$ cat config.mk
export PLATFORM = sky130hd
export DESIGN_NAME = sfh_front
export DESIGN_NICKNAME = d
export VERILOG_FILES = /design/src/logic/sfh_pkg.sv /design/src/logic/sfh_front.sv /design/src/logic/sfh_pause.sv /design/src/logic/sfh_sync.sv
export SDC_FILE = /design/constraint.sdc
export NUM_CORES = 1
export LEC_CHECK = 0
export BUFFER_PORTS_ARGS = -buffer_cell sky130_fd_sc_hd__buf_2
export CORE_ASPECT_RATIO = 0.8
export CORE_MARGIN = 4
export CORE_UTILIZATION = 35
export CTS_BUF_LIST = sky130_fd_sc_hd__clkbuf_2
export DETAILED_ROUTE_END_ITERATION = 12
export PLACE_DENSITY_LB_ADDON = 0.08
export SLEW_MARGIN = 20
export SYNTH_ARGS = -nofsm -noshare
export SYNTH_HDL_FRONTEND = slang
export SYNTH_SLANG_ARGS = --single-unit
$ cat constraint.sdc
create_clock -name i_core_clk -period 2.6 [get_ports i_core_clk]
set_input_delay 0.52 -clock i_core_clk [delete_from_list [all_inputs] [get_ports i_core_clk]]
set_output_delay 0.52 -clock i_core_clk [all_outputs]
set_load 0.01 [all_outputs]
$ cat src/logic/sfh_pkg.sv
package sfh_pkg;

   // first byte codes that this front end understands
   localparam logic [7:0] OP_STATUS_READ = 8'h05;
   localparam logic [7:0] OP_CONFIG_READ = 8'h15;
   localparam logic [7:0] OP_PAGE_WRITE = 8'h02;
   localparam logic [7:0] OP_HALF_BLOCK_ERASE = 8'h52;
   localparam logic [7:0] OP_SLEEP_ENTRY = 8'hb9;
   localparam logic [7:0] OP_QUAD_IO_READ = 8'heb;

   // position of the dummy_cycle_select bit in the configuration register
   localparam int CFG_DUMMY_SEL_BIT = 7;
   // dummy cycle counts for the two settings of dummy_cycle_select
   localparam logic [3:0] DUMMY_CNT_SEL0 = 4'h6;
   localparam logic [3:0] DUMMY_CNT_SEL1 = 4'h8;

   // index of the last address byte (three bytes, 0..2)
   localparam logic [1:0] ADDR_LAST_IDX = 2'h2;
   // index of the last bit in a byte
   localparam logic [2:0] BIT_LAST_IDX = 3'h7;

   // reset values of the captured fields
   localparam logic [7:0] BYTE_RST = 8'h00;
   localparam logic [23:0] ADDR_RST = 24'h000000;
   localparam logic [3:0] DUMMY_RST = 4'h0;

   // width of the synchroniser bank: cs_n, sclk, si, pause_n
   localparam int SYNC_W = 4;

   // command kinds after the opcode is decoded
   typedef enum logic [2:0] {
      CMD_NONE,
      CMD_STATUS_READ,
      CMD_CONFIG_READ,
      CMD_PAGE_WRITE,
      CMD_HALF_BLOCK_ERASE,
      CMD_SLEEP_ENTRY,
      CMD_QUAD_IO_READ
   } sfh_cmd_e;

   // serial front states
   typedef enum logic [2:0] {
      ST_IDLE,
      ST_OPCODE,
      ST_ADDR,
      ST_DATA_IN,
      ST_DATA_OUT,
      ST_DONE,
      ST_STANDBY
   } sfh_state_e;

   // opcode byte to command kind
   function automatic sfh_cmd_e sfh_decode(input logic [7:0] op);
      sfh_cmd_e k;
      k = CMD_NONE;
      if (op == OP_STATUS_READ) begin
         k = CMD_STATUS_READ;
      end else if (op == OP_CONFIG_READ) begin
         k = CMD_CONFIG_READ;
      end else if (op == OP_PAGE_WRITE) begin
         k = CMD_PAGE_WRITE;
      end else if (op == OP_HALF_BLOCK_ERASE) begin
         k = CMD_HALF_BLOCK_ERASE;
      end else if (op == OP_SLEEP_ENTRY) begin
         k = CMD_SLEEP_ENTRY;
      end else if (op == OP_QUAD_IO_READ) begin
         k = CMD_QUAD_IO_READ;
      end
      return k;
   endfunction : sfh_decode

   // commands that carry three address bytes
   function automatic logic sfh_has_addr(input sfh_cmd_e k);
      return (k == CMD_PAGE_WRITE) || (k == CMD_HALF_BLOCK_ERASE);
   endfunction : sfh_has_addr

endpackage : sfh_pkg

$ cat src/logic/sfh_front.sv
`timescale 1ns/1ps
module sfh_front
   import sfh_pkg::*;
(
   input wire logic i_core_clk,
   input wire logic i_resetn,
   input wire logic i_cs_n,
   input wire logic i_sclk,
   input wire logic i_si,
   input wire logic i_pause_n,
   input wire logic i_quad_mode,
   input wire logic i_busy,
   input wire logic [7:0] i_status_reg,
   input wire logic [7:0] i_config_reg,
   output logic o_so,
   output logic o_so_oe_n,
   output logic o_paused,
   output logic o_standby,
   output logic o_busy,
   output logic o_status_read,
   output logic o_config_read,
   output logic o_page_write,
   output logic o_half_block_erase,
   output logic o_sleep_entry,
   output logic o_quad_read,
   output logic [3:0] o_dummy_cycles,
   output logic [23:0] o_addr,
   output logic [7:0] o_wr_data,
   output logic o_wr_data_vld,
   output logic o_reject
);
   // synchronised pins
   logic [SYNC_W-1:0] pins_sync;
   logic cs_n_s;
   logic sclk_s;
   logic si_s;
   logic pause_n_s;
   // pause tracker outputs
   logic paused;
   logic iface_reset;
   // previous levels for edge finding
   logic cs_n_prev_ff;
   logic sclk_prev_ff;
   // edges of the synchronised pins
   logic cs_fall;
   logic cs_rise;
   logic sclk_rise;
   logic sclk_fall;
   // command state
   sfh_state_e state_ff;
   sfh_cmd_e cmd_ff;
   logic [2:0] bit_cnt_ff;
   logic [1:0] byte_cnt_ff;
   logic [7:0] in_sr_ff;
   logic [7:0] out_sr_ff;
   logic out_started_ff;
   // received byte including the bit on this edge
   logic [7:0] in_byte;
   logic byte_done;
   sfh_cmd_e dec_cmd;
   // registered outputs
   logic so_ff;
   logic so_oe_n_ff;
   logic standby_ff;
   logic busy_ff;
   logic status_read_ff;
   logic config_read_ff;
   logic page_write_ff;
   logic half_block_erase_ff;
   logic sleep_entry_ff;
   logic quad_read_ff;
   logic [3:0] dummy_ff;
   logic [23:0] addr_ff;
   logic [7:0] wr_data_ff;
   logic wr_data_vld_ff;
   logic reject_ff;

   // all pins cross into the core clock first
   sfh_sync u_sync (
      .i_core_clk(i_core_clk),
      .i_resetn(i_resetn),
      .i_async({i_cs_n, i_sclk, i_si, i_pause_n}),
      // idle pin levels: select high, sclk low (mode 0), si high, pause high,
      // so the edge finders see no false sclk edge after reset
      .i_rst_val({1'b1, 1'b0, 1'b1, 1'b1}),
      .o_sync(pins_sync)
   );
   assign cs_n_s = pins_sync[3];
   assign sclk_s = pins_sync[2];
   assign si_s = pins_sync[1];
   assign pause_n_s = pins_sync[0];

   // pause tracking; quad mode keeps it off
   // quad disables pause
   sfh_pause u_pause (
      .i_core_clk(i_core_clk),
      .i_resetn(i_resetn),
      .i_cs_n(cs_n_s),
      .i_sclk(sclk_s),
      .i_pause_n(pause_n_s),
      .i_quad_mode(i_quad_mode),
      .o_paused(paused),
      .o_iface_reset(iface_reset)
   );

   // edge history, always running so a resume sees no stale edge
   always_ff @(posedge i_core_clk) begin
      if (!i_resetn) begin
         cs_n_prev_ff <= 1'b1;
         sclk_prev_ff <= 1'b0;
      end else begin
         cs_n_prev_ff <= cs_n_s;
         sclk_prev_ff <= sclk_s;
      end
   end

   assign cs_fall = cs_n_prev_ff && !cs_n_s;
   assign cs_rise = !cs_n_prev_ff && cs_n_s;
   assign sclk_rise = !sclk_prev_ff && sclk_s && !paused && !cs_n_s;
   assign sclk_fall = sclk_prev_ff && !sclk_s && !paused && !cs_n_s;
   assign in_byte = {in_sr_ff[6:0], si_s};
   assign byte_done = sclk_rise && (bit_cnt_ff == BIT_LAST_IDX);
   assign dec_cmd = sfh_decode(in_byte);

   // input shifter and counters, frozen while paused
   // freeze on pause
   always_ff @(posedge i_core_clk) begin
      if (!i_resetn || cs_fall) begin
         in_sr_ff <= BYTE_RST;
         bit_cnt_ff <= 3'h0;
         byte_cnt_ff <= 2'h0;
      end else if (sclk_rise) begin
         in_sr_ff <= in_byte;
         bit_cnt_ff <= bit_cnt_ff + 3'h1;
         if (byte_done && state_ff != ST_OPCODE) begin
            byte_cnt_ff <= byte_cnt_ff + 2'h1;
         end
      end
   end

   // command sequencer
   always_ff @(posedge i_core_clk) begin
      if (!i_resetn || iface_reset) begin
         state_ff <= ST_IDLE;
         cmd_ff <= CMD_NONE;
      end else if (cs_fall) begin
         state_ff <= ST_OPCODE;
         cmd_ff <= CMD_NONE;
      end else if (cs_n_s) begin
         state_ff <= ST_IDLE;
      end else if (byte_done) begin
         case (state_ff)
            ST_OPCODE: begin
               cmd_ff <= dec_cmd;
               if (dec_cmd == CMD_NONE) begin
                  state_ff <= ST_STANDBY;
               end else if (sfh_has_addr(dec_cmd)) begin
                  state_ff <= ST_ADDR;
               end else if (dec_cmd == CMD_STATUS_READ || dec_cmd == CMD_CONFIG_READ) begin
                  state_ff <= ST_DATA_OUT;
               end else begin
                  state_ff <= ST_DONE;
               end
            end
            ST_ADDR: begin
               if (byte_cnt_ff == ADDR_LAST_IDX) begin
                  state_ff <= (cmd_ff == CMD_PAGE_WRITE) ? ST_DATA_IN : ST_DONE;
               end
            end
            default: begin
               // data and done states hold until deselect
               state_ff <= state_ff;
            end
         endcase
      end
   end

   // address capture, three bytes msb first
   always_ff @(posedge i_core_clk) begin
      if (!i_resetn) begin
         addr_ff <= ADDR_RST;
      end else if (byte_done && state_ff == ST_ADDR) begin
         addr_ff <= {addr_ff[15:0], in_byte};
      end
   end

   // program data bytes, one pulse each
   always_ff @(posedge i_core_clk) begin
      if (!i_resetn) begin
         wr_data_ff <= BYTE_RST;
         wr_data_vld_ff <= 1'b0;
      end else begin
         wr_data_vld_ff <= byte_done && state_ff == ST_DATA_IN;
         if (byte_done && state_ff == ST_DATA_IN) begin
            wr_data_ff <= in_byte;
         end
      end
   end

   // read commands announce themselves at decode
   always_ff @(posedge i_core_clk) begin
      if (!i_resetn) begin
         status_read_ff <= 1'b0;
         config_read_ff <= 1'b0;
         quad_read_ff <= 1'b0;
         dummy_ff <= DUMMY_RST;
      end else begin
         status_read_ff <= byte_done && state_ff == ST_OPCODE && dec_cmd == CMD_STATUS_READ;
         config_read_ff <= byte_done && state_ff == ST_OPCODE && dec_cmd == CMD_CONFIG_READ;
         quad_read_ff <= byte_done && state_ff == ST_OPCODE && dec_cmd == CMD_QUAD_IO_READ;
         if (byte_done && state_ff == ST_OPCODE && dec_cmd == CMD_QUAD_IO_READ) begin
            dummy_ff <= i_config_reg[CFG_DUMMY_SEL_BIT] ? DUMMY_CNT_SEL1 : DUMMY_CNT_SEL0;
         end
      end
   end

   // write type commands commit only at deselect, on a byte boundary;
   // a pause-time deselect goes through iface_reset and commits nothing
   always_ff @(posedge i_core_clk) begin
      if (!i_resetn) begin
         page_write_ff <= 1'b0;
         half_block_erase_ff <= 1'b0;
         sleep_entry_ff <= 1'b0;
         reject_ff <= 1'b0;
      end else begin
         page_write_ff <= 1'b0;
         half_block_erase_ff <= 1'b0;
         sleep_entry_ff <= 1'b0;
         reject_ff <= 1'b0;
         if (cs_rise && !paused) begin
            case (state_ff)
               ST_DATA_IN: begin
                  page_write_ff <= (bit_cnt_ff == 3'h0);
                  reject_ff <= (bit_cnt_ff != 3'h0);
               end
               ST_DONE: begin
                  half_block_erase_ff <= (cmd_ff == CMD_HALF_BLOCK_ERASE) && (bit_cnt_ff == 3'h0);
                  sleep_entry_ff <= (cmd_ff == CMD_SLEEP_ENTRY) && (bit_cnt_ff == 3'h0);
                  reject_ff <= (cmd_ff != CMD_QUAD_IO_READ) && (bit_cnt_ff != 3'h0);
               end
               ST_ADDR: begin
                  // cut short inside the address
                  reject_ff <= 1'b1;
               end
               default: begin
                  reject_ff <= 1'b0;
               end
            endcase
         end
      end
   end

   // output shifter; register reloads every byte so it repeats
   always_ff @(posedge i_core_clk) begin
      if (!i_resetn || cs_fall) begin
         out_sr_ff <= BYTE_RST;
         out_started_ff <= 1'b0;
         so_ff <= 1'b0;
      end else if (byte_done && state_ff == ST_OPCODE) begin
         out_sr_ff <= (dec_cmd == CMD_CONFIG_READ) ? i_config_reg : i_status_reg;
      end else if (sclk_fall && state_ff == ST_DATA_OUT) begin
         so_ff <= out_sr_ff[7];
         out_started_ff <= 1'b1;
         if (bit_cnt_ff == 3'h0) begin
            // fresh status or config value at each byte
            // bit 7 goes out now, so the shifter keeps only bits 6..0
            out_sr_ff <= (cmd_ff == CMD_CONFIG_READ) ? {i_config_reg[6:0], 1'b0}
                                                     : {i_status_reg[6:0], 1'b0};
            so_ff <= (cmd_ff == CMD_CONFIG_READ) ? i_config_reg[7] : i_status_reg[7];
         end else begin
            out_sr_ff <= {out_sr_ff[6:0], 1'b0};
         end
      end
   end

   // first fall of each byte loads bit 7 directly, later falls take from the shifter
   // output enable, active low while driving
   always_ff @(posedge i_core_clk) begin
      if (!i_resetn) begin
         so_oe_n_ff <= 1'b1;
      end else begin
         so_oe_n_ff <= !(state_ff == ST_DATA_OUT && out_started_ff && !paused && !cs_n_s);
      end
   end

   // status indications
   always_ff @(posedge i_core_clk) begin
      if (!i_resetn) begin
         standby_ff <= 1'b0;
         busy_ff <= 1'b0;
      end else begin
         standby_ff <= (state_ff == ST_STANDBY);
         busy_ff <= i_busy;
      end
   end

   assign o_so = so_ff;
   assign o_so_oe_n = so_oe_n_ff;
   assign o_paused = paused;
   assign o_standby = standby_ff;
   assign o_busy = busy_ff;
   assign o_status_read = status_read_ff;
   assign o_config_read = config_read_ff;
   assign o_page_write = page_write_ff;
   assign o_half_block_erase = half_block_erase_ff;
   assign o_sleep_entry = sleep_entry_ff;
   assign o_quad_read = quad_read_ff;
   assign o_dummy_cycles = dummy_ff;
   assign o_addr = addr_ff;
   assign o_wr_data = wr_data_ff;
   assign o_wr_data_vld = wr_data_vld_ff;
   assign o_reject = reject_ff;
endmodule : sfh_front

$ cat src/logic/sfh_pause.sv
`timescale 1ns/1ps
// pause (hold) tracker on synchronised pin levels
module sfh_pause
   import sfh_pkg::*;
(
   input wire logic i_core_clk,
   input wire logic i_resetn,
   input wire logic i_cs_n,
   input wire logic i_sclk,
   input wire logic i_pause_n,
   input wire logic i_quad_mode,
   output logic o_paused,
   output logic o_iface_reset
);
   // pause state
   logic paused_ff;
   // one cycle reset request
   logic iface_reset_ff;

   // level based: a pending edge simply waits for sclk low
   always_ff @(posedge i_core_clk) begin
      if (!i_resetn) begin
         paused_ff <= 1'b0;
      end else if (i_cs_n || i_quad_mode) begin
         // deselect or quad mode clears it
         paused_ff <= 1'b0;
      end else if (!paused_ff && !i_pause_n && !i_sclk) begin
         paused_ff <= 1'b1;
      end else if (paused_ff && i_pause_n && !i_sclk) begin
         paused_ff <= 1'b0;
      end
   end

   // deselect during pause throws away the command
   always_ff @(posedge i_core_clk) begin
      if (!i_resetn) begin
         iface_reset_ff <= 1'b0;
      end else begin
         iface_reset_ff <= paused_ff && i_cs_n;
      end
   end

   assign o_paused = paused_ff;
   assign o_iface_reset = iface_reset_ff;
endmodule : sfh_pause

$ cat src/logic/sfh_sync.sv
`timescale 1ns/1ps
// two flop synchroniser bank for pin inputs
module sfh_sync
   import sfh_pkg::*;
(
   input wire logic i_core_clk,
   input wire logic i_resetn,
   input wire logic [SYNC_W-1:0] i_async,
   input wire logic [SYNC_W-1:0] i_rst_val,
   output logic [SYNC_W-1:0] o_sync
);
   // first stage, read only by the second stage
   logic [SYNC_W-1:0] meta_ff;
   // second stage, safe to use
   logic [SYNC_W-1:0] sync_ff;

   genvar g;
   generate
      for (g = 0; g < SYNC_W; g++) begin : g_bit
         // reset to idle level, not to the pin value
         always_ff @(posedge i_core_clk) begin
            if (!i_resetn) begin
               meta_ff[g] <= i_rst_val[g];
               sync_ff[g] <= i_rst_val[g];
            end else begin
               meta_ff[g] <= i_async[g];
               sync_ff[g] <= meta_ff[g];
            end
         end
      end
   endgenerate

   // only the second stage leaves the bank
   assign o_sync = sync_ff;
endmodule : sfh_sync
* Yosys cells after proc, flatten, opt, wreduce, memory -nomap -nowiden
Index checks and enable logic that the tools add are counted.
Operators by class: add/subtract/negate cells 2, mux-type cells 26, bitwise logic cells 3, equal/unequal tests 27, reduce and logical (&&, ||, !) cells 61
Operators by type and width (number):
- $mux W8 | 5
- $mux W3 | 10
- $logic_and A1 B1 Y1 | 29
- $eq A3 B3 Y1 const B | 8
- $eq A3 B2 Y1 const B | 6
- $eq A8 B8 Y1 const B | 2
- $reduce_and A3 Y1 | 5
- $eq A8 B2 Y1 const B | 1
- $eq A8 B3 Y1 const B | 1
- $eq A8 B5 Y1 const B | 1
- $eq A8 B7 Y1 const B | 1
- $logic_not A1 Y1 | 8
- $mux W1 | 8
- $eq A3 B1 Y1 const B | 2
- $logic_not A3 Y1 | 2
- $pmux W3 S2 | 1
- $reduce_and A2 Y1 | 3
- $reduce_bool A2 Y1 | 3
- $reduce_bool A3 Y1 | 2
- $logic_or A1 B1 Y1 | 5
- $mux W4 | 1
- $ne A4 B3 Y1 const B | 1
- $reduce_bool A4 Y1 | 1
- $reduce_or A2 Y1 | 2
- other kinds (9) | 11
Storage, ports and cells: register bits after elaboration 87, bits of input ports 24, output and inout port bits 49

* Longest topological paths before layout
word-level depth 16, gate-level depth with buffers 8, mapped depth without buffers 6

* Cells and area by module
From an unflattened synthesis, not the netlist that was laid out.
Second synthesis, totals: cell total of the unflattened synthesis 418, area, all modules 3693.5 um2
By module, submodules not included:
- sfh_front | times used 1, sequential area each 1501.4 um2, area each 3328.2 um2, cells an instance 394
- sfh_sync | times used 1, sequential area each 160.2 um2, area each 291.5 um2, cells an instance 17
- sfh_pause | times used 1, sequential area each 40.0 um2, area each 73.8 um2, cells an instance 7

* Worst setup path after synthesis
Ideal clock, no wire load.
kind register to register, from register u_pause.paused_ff (netlist: u_pause.o_paused), to register out_sr_ff[5], cell stages (with the launch flop) 8, data required time 2.463 ns, buffers on the path 3, arrival time 1.981 ns, setup slack 0.482 ns, cells stage by stage dfxtp_1 -> or4b_1 -> buf_2 -> or4_1 -> buf_2 -> buf_6 -> a211oi_1 -> nor4_1
On the way: longest elaborated chain between the ends 6, elaborated cells between the ends (all ways) 10, those cells by class 1 x mux; 9 x reduce/logical
Ends and longest elaborated chain:
- start, declared | RTL line sfh_pause.sv:16 | logic paused_ff;
- start signal, assigned | RTL line sfh_pause.sv:23 | paused_ff <= 1'b0;
- start signal, assigned | RTL line sfh_pause.sv:26 | paused_ff <= 1'b0;
- start signal, assigned | RTL line sfh_pause.sv:28 | paused_ff <= 1'b1;
- $logic_not A1 Y1 (*) | RTL line sfh_front.sv:119, sfh_front.sv:120
- $logic_and A1 B1 Y1 (2 in series) | RTL line sfh_front.sv:119 | assign sclk_rise = !sclk_prev_ff && sclk_s && !paused && !cs_n_s;
- $logic_and A1 B1 Y1 | RTL line sfh_front.sv:122 | assign byte_done = sclk_rise && (bit_cnt_ff == BIT_LAST_IDX);
- $logic_and A1 B1 Y1 | RTL line sfh_front.sv:259 | end else if (byte_done && state_ff == ST_OPCODE) begin
- $mux W8 or $reduce_bool A2 Y1 (tied branches)
- end signal, assigned | RTL line sfh_front.sv:260 | out_sr_ff <= (dec_cmd == CMD_CONFIG_READ) ? i_config_reg : i_status_reg;
- end signal, assigned | RTL line sfh_front.sv:267 | out_sr_ff <= (cmd_ff == CMD_CONFIG_READ) ? {i_config_reg[6:0], 1'b0}
- end signal, assigned | RTL line sfh_front.sv:271 | out_sr_ff <= {out_sr_ff[6:0], 1'b0};
- end, declared | RTL line sfh_front.sv:55 | logic [7:0] out_sr_ff;
Mark *: on every way between the ends. The rest lies on a longest branch, timed or not. A chain may end at the register's enable or synchronous reset.

* Worst setup path in the final report
from register u_pause.paused_ff (netlist: u_pause.o_paused), to register out_sr_ff[7]
Same word-level chain as after synthesis.

==> qor.csv <==
metric,value,unit
status,completed,
slew_headroom,37.0,%
gp_congestion,0.755,
clk_latency,0.54,ns
hold_violations,0,
min_period,2.30,ns
synth_cell_type_count,48,
io_buffers,71,
fin_setup_tns,0,ns
synth-seq-cells,85,
internal_power,0.00157,W
drt-vias-per-instance,4.91,
track_usage,15.5,%
comb_power_share,3.8,%
fill_cells,1102,
p_sw,0.000478,W
power_density,470,mW/mm^2
fp.dieW,124,um
grt_pass1_vias,2944,
total_power,0.00205,W
drt.antenna.violating_nets,0,
post_cts_buffers,0,
h-tree-depth,3,
syn_area,0.00374,sq mm
dp_slack,0.307,ns
synth-edff-count,0,
cts_tree,built,
pin_count,73,
root_buffer,clkbuf_2,
cts.sinks,85,
maxCapViolations,0,
layout_setup_ws,0.298,ns
grt_max_degree,52,
synth_top_area_share,45.5,%
rows,33,
synth_seq_area_share,45.5,%
vias,3155,
peakVddDrop,379,uV
setup-violations-final,0,
cp.required,3.07,ns
core_area,0.0103,sq mm
syn_inst,433,
start_util,36.2,%
max_freq,434,MHz
reg2reg_slack,0.30,ns
critPathArrivalTime,2.77,ns
syn-num-nets,461,
drive_gt1_share,22.9,%
clk_pin_slew,0.21,ns
cts.path.max_buffers,2,
cts-buffers-inserted,9,
cp-end-kind,flop,
seqPwrFrac,64.4,%
antenna_found_initial,0,
wl_per_cell,14.5,um
synth_top_flop_cell,dfxtp_1,
postRouteWirelength,9310,um
final_util,42.3,%
fin_nets,526,
clkPwrFrac,31.8,%
yosys_warnings,0,
cts_hold_buf,0,
leakage,1.67,nW
critPathMaxFanout,14,
rsz0062_at_grt,no,
grt_pass1_wl,15100,um
syn_to_final_growth,16.6,%
maxSlewViolCount,0,
drt-initial-drc-count,246,
p_sw_share,23.3,%
hp-class,primary input to flop,
die-height,100,um
drt_pre_antenna_iters,4,
die_area,0.0124,sq mm
synthArstFlopShare,0,%
ctsResizeCount,0,
insertedDiodeCount,0,
tightest_slew,0.939,ns
critPathKind,flop to flop,
crit_path_start_kind,flop,
grt_overflow,0,
synth_common_cells,"85 x dfxtp_1, 83 x nand2_1, 24 x a21boi_0, 24 x clkbuf_1",
synth_most_common_cell,dfxtp_1,
hpwl,6580,um
fin_crit_sh,88.6,%
drc,0,
finClkSkew,0.0238,ns
ys_top_cells_by_area,"dfxtp_1 45%, nand2_1 8.3%, mux2i_1 4.8%",
syn_area_per_cell,8.64,sq um
yosys.area.top_type,dfxtp_1,
==> power by group through the flow <==
| stage | combinational, W | clock, W | sequential (W) |
|---|---|---|---|
| 5_1_grt | 0.0000866 | 0.000748 | 0.00132 |
| 6_report | 0.0000785 | 0.000652 | 0.00132 |
| 3_5_place_dp | 0.0000791 | 0 | 0.00135 |
| 2_1_floorplan | 0.0000452 | 0 | 0.00134 |
| 3_3_place_gp | 0.0000790 | 0 | 0.00135 |
| 4_1_cts | 0.0000795 | 0.000689 | 0.00132 |
==> worst max-delay path: stages (launching register included) <==
cell     delay (ns)
dfxtp_1        0.41
or4b_1         0.67
or4_1          0.78
a21o_1         0.25
a31oi_1        0.15
==> layout make-up <==
cell class,instances,area (sq um),share of cell area (%)
Clock buffer,11,55.1,1.26
Multi-Input combinational cell,306,1870,42.8
Sequential cell,85,1700,39.0
Clock inverter,5,51.3,1.18
Timing Repair Buffer,88,483,11.1
Inverter,8,30.0,0.688
Tap cell,140,175,4.02
==> final timing paths <==
check | startpoint | end | depth (start not counted)
min | i_si | u_sync.meta_ff[1]$_SDFF_PN1_ | 2
min reg2reg | u_sync.meta_ff[0]$_SDFF_PN1_ | u_sync.o_sync[0]$_SDFF_PN1_ | 1
max reg2reg | u_pause.o_paused$_SDFFE_PP0P_ | out_sr_ff[7]$_SDFFE_PP0P_ | 4
max | u_pause.o_paused$_SDFFE_PP0P_ | out_sr_ff[7]$_SDFFE_PP0P_ | 4
==> per-stage QoR <==
| stage | instances | cell area, sq um | hold WS (ns) |
|---|---|---|---|
| after floorplan | 433 | 3740 | 0.386 |
| after global placement | 627 | 4260 | 0.395 |
| after detailed placement | 627 | 4260 | 0.396 |
| after CTS | 643 | 4360 | 0.0798 |
| after global routing | 643 | 4360 | 0.0747 |
| final | 643 | 4360 | 0.146 |
==> routing by layer <==
layer	track usage, %	wire, um	up-vias
met2	22.2	3880	77
met3	4.32	572	11
li1	-	-	1634
met1	22.7	4750	1433
met4	4.34	107	0
met5	0	0	-
==> layout by cell type, fill, tap and decap left out, types with 12 or more instances in the layout <==
cell      instances
nand3_1          15
nand2_1          83
buf_4            17
nor2_1           15
dfxtp_1          85
mux2i_1          18
buf_2            71
nand2b_1         12
a21boi_0         24
a21oi_1          18
==> sequential cells by signal, indices dropped and copies added (netlist names), 2 cells and up <==
register        count
o_wr_data           8
o_dummy_cycles      2
in_sr_ff            7
u_sync.meta_ff      4
cmd_ff              3
o_addr             24
out_sr_ff           8
byte_cnt_ff         2
u_sync.o_sync       4
state_ff            3
bit_cnt_ff          3
==> cell families after synthesis <==
kind of cell	after synthesis	share of synthesized area [%]
AND/OR/NAND/NOR	191	26.3
AO/OA/AOI/OAI	90	16.7
flip-flops	85	45.5
buffers and inverters	42	4.78
multiplexers	18	4.82
adder cells (fa/ha/maj)	4	1.34
XOR/XNOR	2	0.468
other	1	0.100
No activity file was read; power rests on OpenSTA's default activity.
